<file path="src/bwg_cfg.svh">
// register offsets, field positions, reset values and the rule overview
//
// Overview of operation
// - limit field 31:20 read/write, reset value 000FFFFFh
// - bits 19:16 read-only, report 64-bit window
// - offset 54h holds upper base, reset zero
// - offset 58h holds upper limit, reset zero
// - unmasked event with report enable pulses error
// - mask bit 1 gates posted write parity
// - bits 2, 5 gate write non-delivery
// - mask bit 3 gates posted write target abort
// - mask bit 4 gates posted write master abort
// - mask bit 6 gates delayed read no data
// - reserved mask and gpio bits read zero
// - clear field drives enabled pin low
// - set field drives enabled pin high
// - new level shows cycle after write
// - input-only pins stay undriven
// - enable clear field makes pin input only
// - enable set field makes pin drive data
// - bits 31:28 show sampled pin state
// - window enable bit confines upstream forwarding
// - offset 50h bits 15:4 hold base
`ifndef BWG_CFG_SVH
`define BWG_CFG_SVH

`define BWG_OFF_UPCTL      8'h48
`define BWG_OFF_UPLIM      8'h50
`define BWG_OFF_UPBASE_HI  8'h54
`define BWG_OFF_UPLIM_HI   8'h58
`define BWG_OFF_MASK_GPIO  8'h64

`define BWG_UPCTL_EN_BIT   16
`define BWG_UPLIM_RST      32'h000FFFFF
`define BWG_UP64_FLAG      4'h1
`define BWG_UPBASE_RST     12'h000
`define BWG_UPHI_RST       32'h0000_0000
`define BWG_MASK_RST       6'h00
`define BWG_GPIO_RST       4'h0
`define BWG_WIN_LOW_BITS   20
`define BWG_WIN_LOW_ONES   20'hFFFFF

`endif

</file>
<file path="src/bwg_pkg.sv">
// types shared by the bridge register slice
package bwg_pkg;

  // one configuration access, taken in a single cycle
  typedef struct packed {
    logic        wr;
    logic        rd;
    logic [7:0]  addr;
    logic [3:0]  be;
    logic [31:0] wdata;
  } bwg_cfg_req_s;

  // one-cycle event pulses, bit order matches mask bits 6:1
  typedef struct packed {
    logic dr_no_data;
    logic dw_no_delivery;
    logic pw_master_abort;
    logic pw_target_abort;
    logic pw_no_delivery;
    logic pw_parity;
  } bwg_err_evt_s;

endpackage

</file>
<file path="src/bwg_gpio_bit.sv">
// one general-purpose pin: output data, driver enable and input sampler
`timescale 1ns/10ps
module bwg_gpio_bit
(
  // clock and reset
  input  wire logic clk_sys_i,
  input  wire logic rst_i,
  // strobes from a configuration write
  input  wire logic out_set_i,
  input  wire logic out_clr_i,
  input  wire logic oe_set_i,
  input  wire logic oe_clr_i,
  // pin
  input  wire logic pin_i,
  output logic      pin_o,
  output logic      pin_oe_n_o,
  output logic      pin_sync_o
);

  // set wins when software hits both halves at once
  always_ff @(posedge clk_sys_i or posedge rst_i)
  begin
    if (rst_i)
      pin_o <= 1'b0;
    else if (out_set_i)
      pin_o <= 1'b1;
    else if (out_clr_i)
      pin_o <= 1'b0;
  end

  always_ff @(posedge clk_sys_i or posedge rst_i)
  begin
    if (rst_i)
      pin_oe_n_o <= 1'b1;
    else if (oe_set_i)
      pin_oe_n_o <= 1'b0;
    else if (oe_clr_i)
      pin_oe_n_o <= 1'b1;
  end

  always_ff @(posedge clk_sys_i or posedge rst_i)
  begin
    if (rst_i)
      pin_sync_o <= 1'b0;
    else
      pin_sync_o <= pin_i;
  end

endmodule // bwg_gpio_bit

</file>
<file path="src/bwg_regs.sv">
// upstream window, error mask and gpio configuration registers
`timescale 1ns/10ps
`include "bwg_cfg.svh"
module bwg_regs
#(
  parameter int GPIO_W = 4
)
(
  // clock and reset
  input  wire logic                  clk_sys_i,
  input  wire logic                  rst_i,
  // configuration access
  input  wire bwg_pkg::bwg_cfg_req_s cfg_req_i,
  output logic [31:0]                cfg_rdata_o,
  output logic                       cfg_rvalid_o,
  // error events and command register enable
  input  wire bwg_pkg::bwg_err_evt_s err_evt_i,
  input  wire logic                  error_report_enable_i,
  // primary system error, open drain
  output logic                       primary_system_error_n_o,
  output logic                       primary_system_error_oe_n_o,
  // upstream window check
  input  wire logic [63:0]           up_addr_i,
  input  wire logic                  downstream_hit_i,
  output logic                       up_in_window_o,
  // general-purpose pins
  input  wire logic [GPIO_W-1:0]     gpio_i,
  output logic [GPIO_W-1:0]          gpio_o,
  output logic [GPIO_W-1:0]          gpio_oe_n_o
);

  // register state
  logic                  up_win_en;
  logic [11:0]           up_base;
  logic [11:0]           up_limit;
  logic [31:0]           up_base_hi;
  logic [31:0]           up_limit_hi;
  logic [5:0]            err_mask;
  logic [GPIO_W-1:0]     f_out_clr;
  logic [GPIO_W-1:0]     f_out_set;
  logic [GPIO_W-1:0]     f_oe_clr;
  logic [GPIO_W-1:0]     f_oe_set;
  logic [GPIO_W-1:0]     gpio_sync;

  // decode
  logic                  hit_ctl;
  logic                  hit_lim;
  logic                  hit_base_hi;
  logic                  hit_lim_hi;
  logic                  hit_mg;
  logic                  wr_ctl;
  logic                  wr_lim;
  logic                  wr_base_hi;
  logic                  wr_lim_hi;
  logic                  wr_mg;

  // gpio write strobes
  logic [GPIO_W-1:0]     stb_out_clr;
  logic [GPIO_W-1:0]     stb_out_set;
  logic [GPIO_W-1:0]     stb_oe_clr;
  logic [GPIO_W-1:0]     stb_oe_set;

  // error signalling
  logic [5:0]            evt_vec;
  logic                  next_serr;

  // window check
  logic [43:0]           win_addr;
  logic [43:0]           win_base;
  logic [43:0]           win_limit;

  // read path
  logic [31:0]           next_rdata;

  // byte-lane merge for plain read/write registers
  function automatic logic [31:0] merge_be(input logic [31:0] old_v,
                                           input logic [31:0] new_v,
                                           input logic [3:0]  be);
    logic [31:0] res;
    res = old_v;
    for (int i = 0; i < 4; i++)
    begin
      if (be[i])
        res[i*8 +: 8] = new_v[i*8 +: 8];
    end
    return res;
  endfunction

  // word index only: byte offsets are cut to the 6 compared address bits
  assign hit_ctl     = (cfg_req_i.addr[7:2] == 6'(`BWG_OFF_UPCTL     >> 2));
  assign hit_lim     = (cfg_req_i.addr[7:2] == 6'(`BWG_OFF_UPLIM     >> 2));
  assign hit_base_hi = (cfg_req_i.addr[7:2] == 6'(`BWG_OFF_UPBASE_HI >> 2));
  assign hit_lim_hi  = (cfg_req_i.addr[7:2] == 6'(`BWG_OFF_UPLIM_HI  >> 2));
  assign hit_mg      = (cfg_req_i.addr[7:2] == 6'(`BWG_OFF_MASK_GPIO >> 2));

  assign wr_ctl      = cfg_req_i.wr && hit_ctl;
  assign wr_lim      = cfg_req_i.wr && hit_lim;
  assign wr_base_hi  = cfg_req_i.wr && hit_base_hi;
  assign wr_lim_hi   = cfg_req_i.wr && hit_lim_hi;
  assign wr_mg       = cfg_req_i.wr && hit_mg;

  // window enable, only bit 16 of its word is kept here
  always_ff @(posedge clk_sys_i or posedge rst_i)
  begin
    if (rst_i)
      up_win_en <= 1'b0;
    else if (wr_ctl && cfg_req_i.be[2])
      up_win_en <= cfg_req_i.wdata[`BWG_UPCTL_EN_BIT];
  end

  // base in 15:4, limit in 31:20; the flag nibbles are constants
  always_ff @(posedge clk_sys_i or posedge rst_i)
  begin
    if (rst_i)
    begin
      up_base  <= `BWG_UPBASE_RST;
      up_limit <= 12'(`BWG_UPLIM_RST >> 20);
    end
    else if (wr_lim)
    begin
      if (cfg_req_i.be[0])
        up_base[3:0] <= cfg_req_i.wdata[7:4];
      if (cfg_req_i.be[1])
        up_base[11:4] <= cfg_req_i.wdata[15:8];
      if (cfg_req_i.be[2])
        up_limit[3:0] <= cfg_req_i.wdata[23:20];
      if (cfg_req_i.be[3])
        up_limit[11:4] <= cfg_req_i.wdata[31:24];
    end
  end

  always_ff @(posedge clk_sys_i or posedge rst_i)
  begin
    if (rst_i)
      up_base_hi <= `BWG_UPHI_RST;
    else if (wr_base_hi)
      up_base_hi <= merge_be(up_base_hi, cfg_req_i.wdata, cfg_req_i.be);
  end

  always_ff @(posedge clk_sys_i or posedge rst_i)
  begin
    if (rst_i)
      up_limit_hi <= `BWG_UPHI_RST;
    else if (wr_lim_hi)
      up_limit_hi <= merge_be(up_limit_hi, cfg_req_i.wdata, cfg_req_i.be);
  end

  // mask bits 6:1 live in byte 0; bits 0 and 7 are not stored
  always_ff @(posedge clk_sys_i or posedge rst_i)
  begin
    if (rst_i)
      err_mask <= `BWG_MASK_RST;
    else if (wr_mg && cfg_req_i.be[0])
      err_mask <= cfg_req_i.wdata[6:1];
  end

  // gpio fields read back the last value written to them
  always_ff @(posedge clk_sys_i or posedge rst_i)
  begin
    if (rst_i)
    begin
      f_out_clr <= `BWG_GPIO_RST;
      f_out_set <= `BWG_GPIO_RST;
    end
    else if (wr_mg && cfg_req_i.be[1])
    begin
      f_out_clr <= cfg_req_i.wdata[8 +: GPIO_W];
      f_out_set <= cfg_req_i.wdata[12 +: GPIO_W];
    end
  end

  always_ff @(posedge clk_sys_i or posedge rst_i)
  begin
    if (rst_i)
    begin
      f_oe_clr <= `BWG_GPIO_RST;
      f_oe_set <= `BWG_GPIO_RST;
    end
    else if (wr_mg && cfg_req_i.be[2])
    begin
      f_oe_clr <= cfg_req_i.wdata[16 +: GPIO_W];
      f_oe_set <= cfg_req_i.wdata[20 +: GPIO_W];
    end
  end

  // only ones act; zeros leave the pin as it was
  assign stb_out_clr = (wr_mg && cfg_req_i.be[1]) ? cfg_req_i.wdata[8 +: GPIO_W]  : '0;
  assign stb_out_set = (wr_mg && cfg_req_i.be[1]) ? cfg_req_i.wdata[12 +: GPIO_W] : '0;
  assign stb_oe_clr  = (wr_mg && cfg_req_i.be[2]) ? cfg_req_i.wdata[16 +: GPIO_W] : '0;
  assign stb_oe_set  = (wr_mg && cfg_req_i.be[2]) ? cfg_req_i.wdata[20 +: GPIO_W] : '0;

  for (genvar g = 0; g < GPIO_W; g++)
  begin : g_pin
    bwg_gpio_bit u_pin
    (
      .clk_sys_i  (clk_sys_i),
      .rst_i      (rst_i),
      .out_set_i  (stb_out_set[g]),
      .out_clr_i  (stb_out_clr[g]),
      .oe_set_i   (stb_oe_set[g]),
      .oe_clr_i   (stb_oe_clr[g]),
      .pin_i      (gpio_i[g]),
      .pin_o      (gpio_o[g]),
      .pin_oe_n_o (gpio_oe_n_o[g]),
      .pin_sync_o (gpio_sync[g])
    );
  end

  // error pulse: one cycle low per cycle with an unmasked event
  assign evt_vec   = err_evt_i;
  assign next_serr = error_report_enable_i && |(evt_vec & ~err_mask);

  // open drain: data low and driver on together, released otherwise
  always_ff @(posedge clk_sys_i or posedge rst_i)
  begin
    if (rst_i)
    begin
      primary_system_error_n_o    <= 1'b1;
      primary_system_error_oe_n_o <= 1'b1;
    end
    else
    begin
      primary_system_error_n_o    <= ~next_serr;
      primary_system_error_oe_n_o <= ~next_serr;
    end
  end

  // window compare on address bits 63:20; lower bits don't care
  assign win_addr  = up_addr_i[63:`BWG_WIN_LOW_BITS];
  assign win_base  = {up_base_hi, up_base};
  assign win_limit = {up_limit_hi, up_limit};

  always_comb
  begin
    if (up_win_en)
      up_in_window_o = (win_addr >= win_base) && (win_addr <= win_limit);
    else
      up_in_window_o = !downstream_hit_i;
  end

  // read mux; unmapped offsets return zero
  always_comb
  begin
    next_rdata = 32'h0000_0000;
    case (1'b1)
      hit_ctl:
        next_rdata[`BWG_UPCTL_EN_BIT] = up_win_en;
      hit_lim:
        next_rdata = {up_limit, `BWG_UP64_FLAG, up_base, `BWG_UP64_FLAG};
      hit_base_hi:
        next_rdata = up_base_hi;
      hit_lim_hi:
        next_rdata = up_limit_hi;
      hit_mg:
      begin
        next_rdata[6:1]                = err_mask;
        next_rdata[8 +: GPIO_W]        = f_out_clr;
        next_rdata[12 +: GPIO_W]       = f_out_set;
        next_rdata[16 +: GPIO_W]       = f_oe_clr;
        next_rdata[20 +: GPIO_W]       = f_oe_set;
        next_rdata[28 +: GPIO_W]       = gpio_sync;
      end
      default:
        next_rdata = 32'h0000_0000;
    endcase
  end

  always_ff @(posedge clk_sys_i or posedge rst_i)
  begin
    if (rst_i)
      cfg_rdata_o <= 32'h0000_0000;
    else if (cfg_req_i.rd)
      cfg_rdata_o <= next_rdata;
  end

  always_ff @(posedge clk_sys_i or posedge rst_i)
  begin
    if (rst_i)
      cfg_rvalid_o <= 1'b0;
    else
      cfg_rvalid_o <= cfg_req_i.rd;
  end

endmodule // bwg_regs

</file>
<file path="config.mk">
export PLATFORM = sky130hd
export DESIGN_NAME = bwg_regs
export DESIGN_NICKNAME = d
export VERILOG_FILES = /design/src/bwg_pkg.sv /design/src/bwg_gpio_bit.sv /design/src/bwg_regs.sv
export VERILOG_INCLUDE_DIRS = /design/src /design/src/src
export SDC_FILE = /design/constraint.sdc
export NUM_CORES = 1
export LEC_CHECK = 0
export BUFFER_PORTS_ARGS = -buffer_cell sky130_fd_sc_hd__buf_2
export CAP_MARGIN = 0
export CORE_UTILIZATION = 50
export CTS_BUF_LIST = sky130_fd_sc_hd__clkbuf_8
export CTS_CLUSTER_SIZE = 40
export DETAILED_ROUTE_END_ITERATION = 10
export PLACE_DENSITY = 0.72
export SYNTH_ARGS = -nofsm -noshare
export SYNTH_HDL_FRONTEND = slang
export SYNTH_SLANG_ARGS = --single-unit
</file>
<file path="constraint.sdc">
create_clock -name clk_sys_i -period 10.6 [get_ports clk_sys_i]
set_input_delay 1.59 -clock clk_sys_i [delete_from_list [all_inputs] [get_ports clk_sys_i]]
set_output_delay 1.59 -clock clk_sys_i [all_outputs]
set_load 0.02 [all_outputs]
</file>
* Yosys cells after proc, flatten, opt, wreduce, memory -nomap -nowiden
Index checks and enable logic that the tools add are counted. W data, S select, Z words.
Storage, ports and cells: input port bits 124, register bits after elaboration 157, output and inout bits 44, logic and storage cells 134
Cells by class: equal/unequal tests 5, bitwise gates (word level) 3, reduce and logical (&&, ||, !) cells 33, $lt $le $gt $ge 2, multiplexer cells 58
Operator list (number):
- $mux W4 | 13
- $ge A44 B44 Y1 | 1
- $le A44 B44 Y1 | 1
- $mux W8 | 5
- $mux W7 | 5
- $eq A6 B5 Y1 const B | 5
- $mux W1 | 30
- $mux W6 | 5
- $reduce_and A2 Y1 | 12
- $reduce_bool A2 Y1 | 8
- $logic_and A1 B1 Y1 | 11
- $and A6 B6 Y6 | 1
- $not A6 Y6 | 1
- $reduce_or A6 Y1 | 1
- $logic_not A1 Y1 | 1
- $not A1 Y1 | 1

* Longest topological paths before layout
depth after elaboration 6, gate-level depth with buffers 9, gate-level depth less buffers 9

* By module
A second synthesis with hierarchy kept.
Unflattened totals: cell total of the unflattened synthesis 901, area, all modules 8789.7 um2
By module, submodules not included:
- bwg_regs | cells each 869, times used 1, seq. area each 3629.7 um2, area an instance 8394.3 um2
- bwg_gpio_bit | cells each 8, times used 4, seq. area each 76.3 um2, area an instance 98.8 um2

* Worst setup path before layout
Ideal clock, no wire load.
kind input to output, start point input up_addr_i[20], end point output up_in_window_o, arrival 3182 ps, stages on the path 9, required time 9010 ps, slack 5828 ps, path buffers 0, cell sequence inv_1 > ha_1 > nand2b_1 > a2111oi_2 > a2111oi_0 > o31ai_1 > a31oi_1 > a211oi_2 > o22ai_1
On the way: cells in the longest elaborated chain, start to end 3
Ends and longest elaborated chain:
- start, declared | line bwg_regs.sv:23 | input wire logic [63:0] up_addr_i,
- $ge A44 B44 Y1 / $le A44 B44 Y1 (equally long branches) | line bwg_regs.sv:236 | up_in_window_o = (win_addr >= win_base) && (win_addr <= win_limit);
- $logic_and A1 B1 Y1 (*) | line bwg_regs.sv:236
- $mux W1 (*) | line bwg_regs.sv:235 | if (up_win_en)
- end, declared | line bwg_regs.sv:25 | output logic up_in_window_o,
Mark *: on every way between the ends. The rest lies on a longest branch, timed or not.

* Final worst setup path
Ends and elaborated chain as after synthesis.

==> flow_summary.toml <==
[sta]
setup_slack_ps = 5380
finalHoldViolCount = 0
maxSlewViolCount = 0
finalSetupTns_ps = 0
whs_ps = 475
worstMarginPinSlew_ps = 961
timing.slew.headroom_pct = 36.0
fin_crit_sh_pct = 49.3
fmax_mhz = 191
skew_ps = 8.11
setup_violations = 0
period_needed_ps = 5220
rsz0062_at_grt = "false"

[floorplanning]
initial_core_util_pct = 51.9
placementRows = 47
core_um2 = 16800
die_y_um = 134
die_w_um = 134
io_pins = 168
dieArea_um2 = 17900

[cts]
root_buffer = "clkbuf_8"
h-tree-depth = 4
cts_setup_buffers = 0
cts_tree = "done"
cts.sinks = 157
hold_buffers = 0
cts.reportedPaths.clkPinSlew_ps = 80
clk_latency_ps = 470
clockBufferDepth = 2
cts-resized-gates = 0
numCtsBuffers = 17

[setup_path]
crit_top_cell = "buf_2"
critPathArrivalTime_ps = 3630
criticalPathCategory = "in2out"
slowest_delay_ps = 350
critical_path_required_ps = 9010
crit_buf_inv = 3
cp_max_fo = 2
crit_chain = "buf_2 > inv_1 > ha_1 > nand2b_1 > a2111oi_2 > a2111oi_0 > o31ai_1 > a31oi_1 > a211oi_2 > o22ai_1 > buf_2"
cpMaxStageDelayCell = "a2111oi_2"
startpoint_type = "input pin"
cp-end-kind = "output pin"
worst_path_dominant_cell_family = "compound AO/OA/AOI/OAI gates"

[final_layout]
final_common_cell = "dfrtp_1"
seqCellArea_um2 = 3940
layout_common_cells = "152 x dfrtp_1, 145 x buf_2, 109 x nand2_1"
finalInstanceArea_um2 = 9870
drive_above_1_share_pct = 23.8
n_fill_cell = 1486
multiInputGateArea_um2 = 4090
synthToLayoutAreaGrowth_pct = 13.4
nets = 1209

[global_route]
grt_pass1_vias = 6775
track_usage_pct = 25.9
grt_antenna_before_repair = 2
grt_max_degree = 107
overflow = 0
grt_pass1_wl_um = 35400

[drt]
via_per_inst = 5.53
drtAntennaViolNets = 0
routed_wl_um = 21900
vias = 6819
wire_per_inst_um = 17.8
met1_length_um = 9950
drt_iter0_markers = 509
drt_pass1_iterations = 5
drcViolationCount = 0
top_layer = "met4"
dr_wl_met2_um = 10200
met3_length_um = 1240

[yosys]
synthesis.area_um2 = 8700
syn_nets = 1088
syn_inst = 876
postSynthAreaPerCell_um2 = 9.93
async_flop_share_pct = 100
synth_warnings = 0
synth_sequential_area_ratio_pct = 45.2
ys_types = 56
synth_ff_type = "dfrtp_1"
synth_seq_cells = 157
synth_edf_count = 0

[worst_hold_path]
hp-class = "reg2reg"

[run]
maxCapViolCount = 0

[outcome]
status = "completed"

[place]
place_hpwl_um = 16300
gp_congestion = 0.876
portBuffers = 145
place_ws_ps = 5380
place_area_um2 = 9430

[pwr]
powerDensity_nw_per_um2 = 146
ir_drop_mv = 0.0785
leakage_nw = 5.01
power_mw = 1.44
[per-stage QoR]
step	utilization, %	cells
6_report	58.9	1232
4_1_cts	58.8	1230
3_3_place_gp	56.3	1198
3_5_place_dp	56.3	1198
5_1_grt	58.9	1231
2_1_floorplan	-	876
[metal layers]
layer / vias to the layer above / GRT usage (%)
met5: - / 0
li1: 3339 / -
met3: 36 / 4.12
met4: 0 / 10.7
met2: 207 / 41.0
met1: 3237 / 35.5
[worst register-to-register path: cells and delay by family, from the launching register on]
kind            cells  cell delay (ps)
compound gates      2              570
flops               1              400
[final timing paths]
check	depth (start not counted)	start	to	slack (ps)
setup reg to reg	2	err_mask[1]	cfg_rdata_o[2]	9500
hold / removal	2	g_pin[3].u_pin.pin_o	g_pin[3].u_pin.pin_o	480
hold reg to reg	2	g_pin[3].u_pin.pin_o	g_pin[3].u_pin.pin_o	480
setup / recovery	11	up_addr_i[20]	up_in_window_o	5380
min in group asynchronous	2	rst_i	err_mask[4]	1340
max in group asynchronous	3	rst_i	up_limit_hi[6]	8010
[cell families (layout without fill, tap and decap cells)]
logic type      Yosys count  count (layout)  synth area share (%)
compound gates          233             233                  16.9
simple gates            208             208                  11.7
flops                   157             157                  45.2
fa+ha+maj                88              88                  12.7
buf+inv                 145             279                  7.72
other cells               0               2                     0
mux                      45              45                  5.75
[state kept, by name (all words and copies together), names as in the netlist, 4 cells and up]
register / flops
g_pin.u_pin.pin_sync_o: 4
g_pin.u_pin.pin_o: 4
f_oe_clr: 4
f_out_clr: 4
up_base_hi: 32
f_out_set: 4
up_base: 12
up_limit: 12
f_oe_set: 4
cfg_rdata_o: 32
g_pin.u_pin.pin_oe_n_o: 4
up_limit_hi: 32
err_mask: 6
[cell type report]
type | count | area share [%]
Inverter | 98 | 3.78
Multi-Input combinational cell | 574 | 41.5
Antenna cell | 2 | 0.0507
Clock inverter | 15 | 2.00
Sequential cell | 157 | 39.9
Clock buffer | 17 | 2.37
Timing Repair Buffer | 149 | 7.66
Tap cell | 220 | 2.79
[synthesized netlist by cell type, types with 3 or more instances]
master / number / area (µm²)
mux2i_1: 5 / 50.1
a21oi_1: 46 / 230
o2bb2ai_1: 11 / 96.3
buf_4: 12 / 90.1
a211oi_1: 3 / 22.5
o211ai_1: 4 / 30.0
o22ai_1: 4 / 25.0
mux2_2: 37 / 417
o21ai_0: 72 / 360
nand4_1: 19 / 119
dfstp_2: 5 / 131
a22oi_1: 39 / 293
mux2_1: 3 / 33.8
dfrtp_1: 152 / 3800
nor3_1: 3 / 15.0
a31oi_1: 20 / 125
inv_1: 98 / 368
ha_1: 88 / 1100
nand2_1: 109 / 409
nor2_1: 31 / 116
a221oi_1: 3 / 26.3
nand3_1: 12 / 60.1
a222oi_1: 6 / 60.1
buf_2: 21 / 105
buf_6: 6 / 67.6
and3_1: 9 / 56.3
clkbuf_1: 7 / 26.3
a21o_1: 13 / 97.6
[power by group]
| group | switching (mW) | internal [mW] | total, mW |
|---|---|---|---|
| Sequential | 0.0337 | 0.657 | 0.691 |
| Clock | 0.232 | 0.255 | 0.488 |
| Combinational | 0.153 | 0.105 | 0.258 |
| Total | 0.419 | 1.02 | 1.44 |
Note: power is estimated with default switching activity, not from simulation.
